===== config.mk =====
export PLATFORM = sky130hd
export DESIGN_NAME = srs_top
export DESIGN_NICKNAME = d
export VERILOG_FILES = /design/src/rtl/srs_sync.v /design/src/rtl/srs_top.v
export VERILOG_INCLUDE_DIRS = /design/src /design/src/rtl
export SDC_FILE = /design/constraint.sdc
export NUM_CORES = 1
export LEC_CHECK = 0
export ABC_AREA = 0
export BUFFER_PORTS_ARGS = -buffer_cell sky130_fd_sc_hd__buf_4
export CAP_MARGIN = 20
export CORE_UTILIZATION = 40
export DETAILED_ROUTE_END_ITERATION = 10
export GPL_ROUTABILITY_DRIVEN = 0
export GPL_TIMING_DRIVEN = 0
export PLACE_DENSITY_LB_ADDON = 0.08
export SYNTH_ARGS = -nofsm -noshare
export SYNTH_HDL_FRONTEND = slang
export SYNTH_SLANG_ARGS = --single-unit

===== constraint.sdc =====
create_clock -name clk -period 5.05 [get_ports clk]
set_input_delay 1.01 -clock clk [delete_from_list [all_inputs] [get_ports clk]]
set_output_delay 1.01 -clock clk [all_outputs]
set_load 0.02 [all_outputs]

===== src/rtl/srs_defines.vh =====
/*
 * Constants for the supply reset and oscillator select block: register
 * indices, bank slots, field positions, reset values and bus widths.
 * Assumes it is included by its bare name from the rtl/ files.
 */
`ifndef SRS_DEFINES_VH
`define SRS_DEFINES_VH

// ****************************************************************
// Bus geometry
// ****************************************************************
`define SRS_ADDR_W 26
`define SRS_INDEX_W 24

// ****************************************************************
// Register indices (byte address is four times the index)
// ****************************************************************
`define SRS_IDX_DEVCFG 24'h000880
`define SRS_IDX_DEVICE_CLASS_ID 24'h000882
`define SRS_IDX_SILICON_REVISION_ID 24'h000883
`define SRS_IDX_BROWNOUT_CONFIG 24'h000985
`define SRS_IDX_CLKOUT 24'h007010
`define SRS_IDX_PLLSTAT 24'h007011
`define SRS_IDX_CLKSRC 24'h007012
`define SRS_IDX_LOCKPRD 24'h007013
`define SRS_IDX_TRIM1 24'h007014
`define SRS_IDX_TRIM2 24'h007016
`define SRS_IDX_PCLK2 24'h007019
`define SRS_IDX_PRESCL 24'h00701B
`define SRS_IDX_PCLK0 24'h00701C
`define SRS_IDX_PCLK1 24'h00701D
`define SRS_IDX_SLEEP 24'h00701E
`define SRS_IDX_PCLK3 24'h007020
`define SRS_IDX_PLLRATIO 24'h007021
`define SRS_IDX_SYSSTAT 24'h007022
`define SRS_IDX_WDCOUNT 24'h007023
`define SRS_IDX_WATCHDOG_SERVICE_KEY 24'h007025
`define SRS_IDX_WDCTRL 24'h007029
`define SRS_IDX_PART_IDENTIFIER 24'h3D7E80

// ****************************************************************
// Writable bank slots
// ****************************************************************
`define SRS_NSLOT 18
`define SRS_SLOT_W 5
`define SRS_SLOT_NONE 5'h1F
`define SRS_SLOT_DEVCFG 5'h00
`define SRS_SLOT_BROWNOUT_CONFIG 5'h01
`define SRS_SLOT_CLKOUT 5'h02
`define SRS_SLOT_PLLSTAT 5'h03
`define SRS_SLOT_CLKSRC 5'h04
`define SRS_SLOT_LOCKPRD 5'h05
`define SRS_SLOT_TRIM1 5'h06
`define SRS_SLOT_TRIM2 5'h07
`define SRS_SLOT_PCLK2 5'h08
`define SRS_SLOT_PRESCL 5'h09
`define SRS_SLOT_PCLK0 5'h0A
`define SRS_SLOT_PCLK1 5'h0B
`define SRS_SLOT_SLEEP 5'h0C
`define SRS_SLOT_PCLK3 5'h0D
`define SRS_SLOT_PLLRATIO 5'h0E
`define SRS_SLOT_SYSSTAT 5'h0F
`define SRS_SLOT_WATCHDOG_SERVICE_KEY 5'h10
`define SRS_SLOT_WDCTRL 5'h11

// ****************************************************************
// Fields and reset values
// ****************************************************************
`define SRS_BOR_DISABLE_BIT 0
`define SRS_CLK_SELECT_BIT 0
`define SRS_OSC1_OFF_BIT 1
`define SRS_OSC2_OFF_BIT 2
`define SRS_PLL_LOCK_BIT 0
`define SRS_TRIM_W 16
`define SRS_WIDE_MASK 32'hFFFFFFFF
`define SRS_NARROW_MASK 32'h0000FFFF
`define SRS_RESET_VALUE 32'h00000000

`endif


===== src/rtl/srs_sync.v =====
/*
 * Two flip-flop synchroniser for a vector of unrelated levels.
 * Assumes each bit is an independent level; no bus coherence is given.
 */
`timescale 1ns/1ps

module srs_sync #(
	parameter WIDTH = 6
) (
	input wire clk, // System clock
	input wire rst, // Synchronous reset, active high
	input wire [WIDTH-1:0] asyncIn, // Levels from outside the domain
	output reg [WIDTH-1:0] syncOut // Levels safe to use
);

	reg [WIDTH-1:0] meta_reg;

	// ****************************************************************
	// Two stages; first stage feeds only the second
	// ****************************************************************
	always @(posedge clk) begin
		if (rst) begin
			meta_reg <= {WIDTH{1'b0}};
			syncOut <= {WIDTH{1'b0}};
		end else begin
			meta_reg <= asyncIn;
			syncOut <= meta_reg;
		end
	end

endmodule


===== src/rtl/srs_top.v =====
/*
 * Supply reset and oscillator select: supervisor reset pin drive, internal
 * reset combining, oscillator enables, trims and clock select, and the
 * write-protected system-control register bank on an APB slave.
 * Assumes one 10 MHz clock, a synchronous active-high reset that acts as
 * power-on reset, supply comparators and pins arriving asynchronously, and
 * unlock/lock, watchdog, debugger and missing-clock pulses on this clock.
 */
// Implementation choice: the APB register port.
`timescale 1ns/1ps
`include "srs_defines.vh"

module srs_top #(
	parameter [15:0] CLASS_ID = 16'h00A5, // Arbitrary value
	parameter [15:0] REV_ID = 16'h0007, // Arbitrary value
	parameter [15:0] PART_ID = 16'h005A // Arbitrary value
) (
	input wire clk, // System clock, 10 MHz
	input wire rst, // Power-on reset, synchronous, active high
	input wire psel, // APB select
	input wire penable, // APB enable
	input wire pwrite, // APB direction
	input wire [`SRS_ADDR_W-1:0] paddr, // APB byte address
	input wire [31:0] pwdata, // APB write data
	output wire pready, // APB ready
	output reg [31:0] prdata, // APB read data
	output wire pslverr, // APB error, unmapped address
	input wire porCoreLow, // Core rail under power-on trip
	input wire porIoLow, // I/O rail under power-on trip
	input wire borCoreLow, // Core rail under brown-out trip
	input wire borIoLow, // I/O rail under brown-out trip
	input wire regulatorDisablePin, // High disables the internal regulator
	input wire extResetPinIn, // External reset pin level, low is reset
	output wire extResetPinOut, // Pin drive value, always low
	output reg extResetPinOeN, // Pin output enable, low while driving
	input wire watchdogReset, // Watchdog reset pulse or level
	input wire debugReset, // Debugger reset
	input wire missingClockReset, // Missing-clock detector reset
	input wire protectedWriteUnlock, // Unlock pulse from the CPU
	input wire protectedWriteLock, // Lock pulse from the CPU
	input wire pllLocked, // PLL lock indication
	input wire [15:0] watchdogCount, // Live watchdog counter value
	input wire cpuInputClockEn, // CPU input clock enable pulse
	output wire systemClockOutputEn, // System clock output enable pulse
	output reg deviceReset, // Internal device reset
	output reg supplyMonitorReset, // Supervisor reset
	output reg oscOneEnable, // First internal oscillator powered
	output reg oscTwoEnable, // Second internal oscillator powered
	output reg oscSelect, // 0 first oscillator, 1 second
	output reg [`SRS_TRIM_W-1:0] oscOneTrim, // First oscillator trim
	output reg [`SRS_TRIM_W-1:0] oscTwoTrim, // Second oscillator trim
	output reg writeUnlocked // Protected writes currently allowed
);

	// ****************************************************************
	// Address decode helpers
	// ****************************************************************

	// Maps a register index to its writable slot, or none
	function [`SRS_SLOT_W-1:0] slotOf;
		input [`SRS_INDEX_W-1:0] idx;
		begin
			case (idx)
				`SRS_IDX_DEVCFG: slotOf = `SRS_SLOT_DEVCFG;
				`SRS_IDX_BROWNOUT_CONFIG: slotOf = `SRS_SLOT_BROWNOUT_CONFIG;
				`SRS_IDX_CLKOUT: slotOf = `SRS_SLOT_CLKOUT;
				`SRS_IDX_PLLSTAT: slotOf = `SRS_SLOT_PLLSTAT;
				`SRS_IDX_CLKSRC: slotOf = `SRS_SLOT_CLKSRC;
				`SRS_IDX_LOCKPRD: slotOf = `SRS_SLOT_LOCKPRD;
				`SRS_IDX_TRIM1: slotOf = `SRS_SLOT_TRIM1;
				`SRS_IDX_TRIM2: slotOf = `SRS_SLOT_TRIM2;
				`SRS_IDX_PCLK2: slotOf = `SRS_SLOT_PCLK2;
				`SRS_IDX_PRESCL: slotOf = `SRS_SLOT_PRESCL;
				`SRS_IDX_PCLK0: slotOf = `SRS_SLOT_PCLK0;
				`SRS_IDX_PCLK1: slotOf = `SRS_SLOT_PCLK1;
				`SRS_IDX_SLEEP: slotOf = `SRS_SLOT_SLEEP;
				`SRS_IDX_PCLK3: slotOf = `SRS_SLOT_PCLK3;
				`SRS_IDX_PLLRATIO: slotOf = `SRS_SLOT_PLLRATIO;
				`SRS_IDX_SYSSTAT: slotOf = `SRS_SLOT_SYSSTAT;
				`SRS_IDX_WATCHDOG_SERVICE_KEY: slotOf = `SRS_SLOT_WATCHDOG_SERVICE_KEY;
				`SRS_IDX_WDCTRL: slotOf = `SRS_SLOT_WDCTRL;
				default: slotOf = `SRS_SLOT_NONE;
			endcase
		end
	endfunction

	// True for read-only identity and counter indices
	function isReadOnly;
		input [`SRS_INDEX_W-1:0] idx;
		begin
			isReadOnly = (idx == `SRS_IDX_DEVICE_CLASS_ID) || (idx == `SRS_IDX_SILICON_REVISION_ID) ||
				(idx == `SRS_IDX_PART_IDENTIFIER) || (idx == `SRS_IDX_WDCOUNT);
		end
	endfunction

	// ****************************************************************
	// Pin synchronisation
	// ****************************************************************
	wire [5:0] pinSync;
	wire porCoreS;
	wire porIoS;
	wire borCoreS;
	wire borIoS;
	wire regDisableS;
	wire extResetLowS;

	// Pin level is inverted first so the synchroniser's reset value of 0 reads idle
	srs_sync #(
		.WIDTH(6)
	) u_sync (
		.clk(clk),
		.rst(rst),
		.asyncIn({~extResetPinIn, regulatorDisablePin, borIoLow, borCoreLow, porIoLow,
			porCoreLow}),
		.syncOut(pinSync)
	);

	assign porCoreS = pinSync[0];
	assign porIoS = pinSync[1];
	assign borCoreS = pinSync[2];
	assign borIoS = pinSync[3];
	assign regDisableS = pinSync[4];
	assign extResetLowS = pinSync[5];

	// ****************************************************************
	// Reset domains
	// ****************************************************************
	wire pllDomainReset;
	wire bankReset;

	// PLL registers survive debugger and missing-clock resets
	assign pllDomainReset = rst | extResetLowS | watchdogReset;
	assign bankReset = pllDomainReset | debugReset | missingClockReset;

	// ****************************************************************
	// Register bank storage
	// ****************************************************************
	reg [31:0] bank_reg [0:`SRS_NSLOT-1];
	wire [`SRS_INDEX_W-1:0] accessIndex;
	wire [`SRS_SLOT_W-1:0] accessSlot;
	wire writeStrobe;
	wire writeAllowed;

	assign accessIndex = paddr[`SRS_ADDR_W-1:2];
	assign accessSlot = slotOf(accessIndex);
	assign writeStrobe = psel & penable & pwrite & (accessSlot != `SRS_SLOT_NONE);
	// Every writable slot is protected; a stray pointer cannot reach them
	assign writeAllowed = writeStrobe & writeUnlocked;

	// One process per slot, each with its own reset domain and width
	genvar s;
	generate
		for (s = 0; s < `SRS_NSLOT; s = s + 1) begin : g_slot
			localparam [`SRS_SLOT_W-1:0] SLOT = s;
			localparam IS_PLL = (SLOT == `SRS_SLOT_PLLSTAT) ||
				(SLOT == `SRS_SLOT_PLLRATIO);
			localparam [31:0] MASK = (SLOT == `SRS_SLOT_DEVCFG) ?
				`SRS_WIDE_MASK : `SRS_NARROW_MASK;
			wire slotReset;
			assign slotReset = IS_PLL ? pllDomainReset : bankReset;
			always @(posedge clk) begin
				if (slotReset) begin
					bank_reg[s] <= `SRS_RESET_VALUE;
				end else if (writeAllowed && accessSlot == SLOT) begin
					bank_reg[s] <= pwdata & MASK;
				end
			end
		end
	endgenerate

	// ****************************************************************
	// Protected-write state
	// ****************************************************************

	// Lock wins over unlock when both arrive together, the safer outcome
	always @(posedge clk) begin
		if (bankReset) begin
			writeUnlocked <= 1'b0;
		end else if (protectedWriteLock) begin
			writeUnlocked <= 1'b0;
		end else if (protectedWriteUnlock) begin
			writeUnlocked <= 1'b1;
		end
	end

	// ****************************************************************
	// APB slave
	// ****************************************************************

	// Zero wait states; read data is captured during the setup cycle
	assign pready = 1'b1;
	assign pslverr = psel & penable & (accessSlot == `SRS_SLOT_NONE) &
		~isReadOnly(accessIndex);

	always @(posedge clk) begin
		if (rst) begin
			prdata <= 32'h00000000;
		end else if (psel && !penable) begin
			if (accessSlot == `SRS_SLOT_PLLSTAT) begin
				prdata <= {bank_reg[accessSlot][31:1], pllLocked};
			end else if (accessSlot != `SRS_SLOT_NONE) begin
				prdata <= bank_reg[accessSlot];
			end else begin
				case (accessIndex)
					`SRS_IDX_DEVICE_CLASS_ID: prdata <= {16'h0000, CLASS_ID};
					`SRS_IDX_SILICON_REVISION_ID: prdata <= {16'h0000, REV_ID};
					`SRS_IDX_PART_IDENTIFIER: prdata <= {16'h0000, PART_ID};
					`SRS_IDX_WDCOUNT: prdata <= {16'h0000, watchdogCount};
					default: prdata <= 32'h00000000;
				endcase
			end
		end
	end

	// ****************************************************************
	// Supply supervision
	// ****************************************************************
	reg borArmed;
	wire borDisable;
	wire porTrip;
	wire borTrip;
	wire supervisorTrip;

	// Brown-out counts once both synchronised power-on trips read clear, which the sync reset value makes the first cycle after reset
	always @(posedge clk) begin
		if (rst) begin
			borArmed <= 1'b0;
		end else if (!porCoreS && !porIoS) begin
			borArmed <= 1'b1;
		end
	end

	assign borDisable = bank_reg[`SRS_SLOT_BROWNOUT_CONFIG][`SRS_BOR_DISABLE_BIT];
	assign porTrip = porCoreS | porIoS;
	// Core brown-out is ignored while the regulator is off
	assign borTrip = borArmed & ~borDisable & (borIoS | (borCoreS & ~regDisableS));
	assign supervisorTrip = porTrip | borTrip;

	// Open-drain pin: value is always low, only the enable moves
	assign extResetPinOut = 1'b0;

	always @(posedge clk) begin
		if (rst) begin
			extResetPinOeN <= 1'b1;
			supplyMonitorReset <= 1'b0;
			deviceReset <= 1'b1;
		end else begin
			extResetPinOeN <= ~supervisorTrip;
			supplyMonitorReset <= supervisorTrip;
			deviceReset <= extResetLowS | watchdogReset | supervisorTrip;
		end
	end

	// ****************************************************************
	// Oscillator control
	// ****************************************************************

	// Register reset of zero means both running and the first selected
	always @(posedge clk) begin
		if (rst) begin
			oscOneEnable <= 1'b1;
			oscTwoEnable <= 1'b1;
			oscSelect <= 1'b0;
			oscOneTrim <= {`SRS_TRIM_W{1'b0}};
			oscTwoTrim <= {`SRS_TRIM_W{1'b0}};
		end else begin
			oscOneEnable <= ~bank_reg[`SRS_SLOT_CLKSRC][`SRS_OSC1_OFF_BIT];
			oscTwoEnable <= ~bank_reg[`SRS_SLOT_CLKSRC][`SRS_OSC2_OFF_BIT];
			oscSelect <= bank_reg[`SRS_SLOT_CLKSRC][`SRS_CLK_SELECT_BIT];
			oscOneTrim <= bank_reg[`SRS_SLOT_TRIM1][`SRS_TRIM_W-1:0];
			oscTwoTrim <= bank_reg[`SRS_SLOT_TRIM2][`SRS_TRIM_W-1:0];
		end
	end

	// ****************************************************************
	// System clock output
	// ****************************************************************

	// Straight pass so the output rate can never drift from the input rate
	assign systemClockOutputEn = cpuInputClockEn;

endmodule


Word level (Yosys, flattened, before mapping)
Memories as Yosys holds them, arrays and structs flattened. A register that Yosys moved wholly into a read port is not among the register bits.
Cells that the tools add are included.
{"block": "totals", "ff_bits": 52, "ramBits": 576, "output_inout_bits": 75, "elab_cells": 204, "memories": 1}
{"memory": "bank_reg", "depth": 18, "width": 32, "rd": 5, "rd_ports_with_merged_regs": 2, "write_ports": 18, "line": "srs_top.v:138", "source": "reg [31:0] bank_reg [0:`SRS_NSLOT-1];"}
{"block": "classes", "eq_ne": 41, "n_mux": 80, "bitwise": 43, "n_reduce_logical": 28}
{"op": "two-way mux 32 bit", "n": 20}
{"op": "== test 24 x 15 -> 1 bit, second input constant", "n": 17}
{"op": "== test 24 x 12 -> 1 bit, second input constant", "n": 4}
{"op": "case mux 5 bit (18 select lines)", "n": 1}
{"op": "case mux 16 bit (4 select lines)", "n": 1}
{"op": "two-way mux 1 bit", "n": 58}
{"op": "== test 5 x 4 -> 1 bit, second input constant", "n": 8}
{"op": "OR 1 bit", "n": 27}
{"op": "== test 24 x 22 -> 1 bit, second input constant", "n": 1}
{"op": "== test 5 x 3 -> 1 bit, second input constant", "n": 4}
{"op": "logical AND 1 bit", "n": 20}
{"op": "== test 5 bit, second input constant", "n": 3}
{"op": "== test 5 x 2 -> 1 bit, second input constant", "n": 2}
{"op": "bitwise AND 1 bit", "n": 9}
{"op": "inverter 1 bit", "n": 7}
{"op": "== test 5 x 1 -> 1 bit, second input constant", "n": 1}
{"op": "logical NOT 5 bit", "n": 1}
{"op": "!= test 5 bit, second input constant", "n": 1}
{"op": "logical NOT 1 bit", "n": 3}
{"op": "logical OR 1 bit", "n": 3}
{"op": "OR reduction 2 bit", "n": 1}

Logic depth before layout (Yosys ltp)
{"block": "logic_depth", "depth_word": 10, "mapped_depth": 14}

By module
A second synthesis with hierarchy kept.
{"block": "hier_totals", "hier_cells": 1517, "hier_area_um2": 17561.8}
{"mod": "srs_top", "n_inst": 1, "cells_per_inst": 1492, "area_per_inst_um2": 17195.2, "seq_area_each_um2": 10570.1}
{"mod": "srs_sync", "n_inst": 1, "cells_per_inst": 25, "area_per_inst_um2": 366.6, "seq_area_each_um2": 240.2}

Worst setup path after synthesis
OpenSTA, ideal clock, no wires.
{"block": "synth_timing", "path_type": "input to register", "startpoint": "in paddr[19]", "endpoint": "mem bank_reg[0][0] (enable)", "arrival_time_ns": 4.379, "slack_ns": 0.206, "stages": 4, "cell_sequence": "nor3_1 nand4_1 or2_2 o21ai_0"}
{"item": "start: declaration", "line": "srs_top.v:23", "source": "input wire [`SRS_ADDR_W-1:0] paddr,"}
{"item": "end: declaration", "line": "srs_top.v:138"}

==> results_dict.tcl <==
set metrics [dict create \
    status "finished clean" \
    viasPerCell 5.68 \
    arrival_ns 5.44 \
    stdcell_count 2378 \
    startpoint "paddr[19]" \
    grt_pass1_wl_um 90300 \
    r2r-start "u_sync.syncOut[5]$_SDFF_PP0_" \
    cp_max_fo 10 \
    ys_top_cells_by_area "edfxtp_1 (51%), and2_1 (11%), dfxtp_1 (9.5%)" \
    timing.final.crit_share_pct 99.1 \
    slew-limit-headroom_pct 22.9 \
    whs_ns 0.435 \
    post-synth-top-area-cell "edfxtp_1" \
    dieArea_mm2 0.0452 \
    initial_core_util_pct 40.9 \
    setup_violations 0 \
    critPathCaptureType "flip-flop" \
    place.port_buffers 158 \
    timing.rr.end "bank_reg[6][1]$_SDFFCE_PN0P_" \
    synthDistinctLibCells 99 \
    wl_per_cell_um 27.1 \
    drive_gt1_share_pct 19.4 \
    final_common_cell "and2_1" \
    cp_cell_sequence "buf_4 -> nor3_1 -> nand3_1 -> a2111oi_4 -> nor4_4 -> nor2_2 -> nand3_1 -> nor2_1 -> clkbuf_1 -> and2_1" \
    cp_top_family "simple AND/OR/NAND/NOR gates" \
    tns_ns 0 \
    async_flop_share_pct 0 \
    finalWirelength_um 64300 \
    antenna_cells 0 \
    leakage_uw 0.00842 \
    rows 76 \
    num-fill-cells 3958 \
    grt_max_degree 18 \
    critPathCapture "bank_reg[8][8]$_SDFFCE_PN0P_" \
    syn_nets 1624 \
    ys_seq_area_share_pct 60.9 \
    rsz0062_at_grt "false" \
    synth_edf_count 304 \
    min_period_ns 5.01 \
    hold_class "reg -> reg" \
    nets 1850 \
    crit_top_cell "nand3_1" \
    area_growth_pct 21.0 \
    htree_levels 2 \
    path_depth 10 \
    clock_latency_ns 0.58 \
    required_ns 5.49 \
    grt_util_all_layers_pct 28.6 \
    postRouteAntennaNets 0 \
    chipHeight_um 213 \
    critPathBufInv 2 \
    max_slew.worst_pin.slew_ns 1.15 \
    cpMaxStageDelayCell "nor2_1" \
    dpl-instance-area_mm2 0.0201 \
    dr.pass1.iters 6 \
    fmax_ghz 0.200 \
    cts_sinks 388 \
    numCtsBuffers 43 \
    hpwl_um 46900 \
    vias 13500 \
    powerDensity_mw_per_mm2 323 \
    skew_ns 0.0164 \
    overflow 0 \
    final_cell_mix "and2_1 (307), edfxtp_1 (304), buf_4 (164)" \
    syn_area_per_cell_um2 11.6 \
    ir_worst_vdd_mv 0.235 \
    slew_viol_final 0 \
    rrSetupSlack_ns 1.41 \
    drt_iter0_drc 1465 \
    cts-root-buf "clkbuf_16" \
    die_w_um 213 \
    coreArea_mm2 0.0435 \
    hold_viol 0 \
    rr_worst_depth 7 \
    ios 167 \
    maxCapViolations 0 \
    placed_cells 2296 \
    min_from "u_sync.meta_reg[4]$_SDFF_PP0_" \
    synthFlopType "edfxtp_1" \
    netlist_area_mm2 0.0178 \
    largest_register_ffs 304 \
    yosysWarnings 0 \
    worst-setup-path-type "in -> reg" \
    synthCells 1532 \
    clock_tree.buffer_depth 3 \
    cts_tree "done" \
    final_area_mm2 0.0215 \
    crit_path_start_kind "primary input" \
    ys_seq_elements 388 \
    path_clk_slew_ns 0.06 \
    drcViolationCount 0 \
    synth_top_area_share_pct 51.4 \
    antenna_found_initial 2 \
    crit_path_max_incr_delay_ns 0.80 \
    grt_pass1_vias 12900 \
    cts.hold.buffers_added 0 \
]
worst min path at each step:
stage	slack [ns]	cells past startpoint	endpoint
after floorplan	0.41	1	u_sync.syncOut[0]$_SDFF_PP0_
after global placement	0.42	1	u_sync.syncOut[1]$_SDFF_PP0_
after detailed placement	0.42	1	u_sync.syncOut[4]$_SDFF_PP0_
after CTS	0.44	1	u_sync.syncOut[4]$_SDFF_PP0_
after global routing	0.46	1	u_sync.syncOut[4]$_SDFF_PP0_
final	0.44	1	u_sync.syncOut[4]$_SDFF_PP0_
worst reg2reg max path: cells and delay by family (launching register included):
| kind | cells | cell delay [ns] |
|---|---|---|
| AND/OR/NAND/NOR | 5 | 2.02 |
| buffers and inverters | 2 | 1.18 |
| flip-flops | 1 | 0.30 |
stage by stage:
step | worst slack [ns] | utilization [%] | power (uW)
6_report | 0.0449 | 49.5 | 6950
5_1_grt | 0.00164 | 49.5 | 7120
4_1_cts | 0.0401 | 49.4 | 6980
3_5_place_dp | -0.486 | 46.2 | 3880
3_3_place_gp | -2.07 | 45.3 | 3860
2_1_floorplan | 0.206 | - | 3700
layout make-up:
| class | count | area [um2] | area share [%] |
|---|---|---|---|
| plain buffers | 106 | 509 | 2.37 |
| multi-input cells | 1028 | 6490 | 30.2 |
| inverters | 10 | 37.5 | 0.175 |
| clock inverters | 10 | 114 | 0.530 |
| repair buffers | 181 | 1520 | 7.09 |
| clock buffers | 70 | 1270 | 5.92 |
| well taps | 585 | 732 | 3.41 |
| flip-flops and latches | 388 | 10800 | 50.3 |
cell usage after synthesis, types with 5 or more instances:
master	number
a22o_1	11
buf_6	8
mux2i_1	25
o21ai_1	12
a31oi_1	9
nor2_1	57
o21ai_0	53
clkbuf_1	67
a21oi_1	61
and2_1	307
a211oi_1	9
a221o_1	6
dfxtp_1	84
buf_4	5
or3_1	6
o211ai_1	7
a21boi_0	5
a21o_1	7
a311oi_1	11
a211o_1	5
edfxtp_1	304
buf_2	22
nor2b_1	48
nor3_1	20
nor3_2	6
a22oi_1	12
nor4_1	6
nand2b_1	11
and3_1	7
nand3_1	65
nand4_1	9
inv_1	10
o221ai_1	13
nand2_1	139
routing by layer:
metal / track usage, % / up-vias / wire (um) / share of wire [%]
li1: - / 6008 / - / -
met1: 37.9 / 6660 / 26300 / 41
met2: 44.3 / 690 / 29100 / 45
met3: 5.77 / 145 / 5590 / 8.7
met4: 14.8 / 0 / 3300 / 5.1
met5: 0 / - / 0 / 0
cell families (layout without fill, tap and decap cells):
kind of cell / after synthesis / count (layout) / synth area share, %
other: 2 / 2 / 0.0423
XOR/XNOR: 2 / 2 / 0.0987
AO/OA/AOI/OAI: 273 / 273 / 11.2
multiplexers: 30 / 30 / 1.75
AND/OR/NAND/NOR: 721 / 721 / 23.0
flip-flops: 388 / 388 / 60.9
buffers and inverters: 116 / 377 / 3.07
what timing repair did:
item | in CTS | in global routing
resized for setup | 0 | 4
setup endpoints to repair | 0 | 51
setup buffers | 0 | 0
report_power, final:
group          switching, uW  internal [uW]  total [uW]
Combinational            185            108         294
Sequential              25.7           3490        3520
Clock                   1310           1830        3140
Total                   1520           5420        6950
No activity file was read; power rests on OpenSTA's default activity.
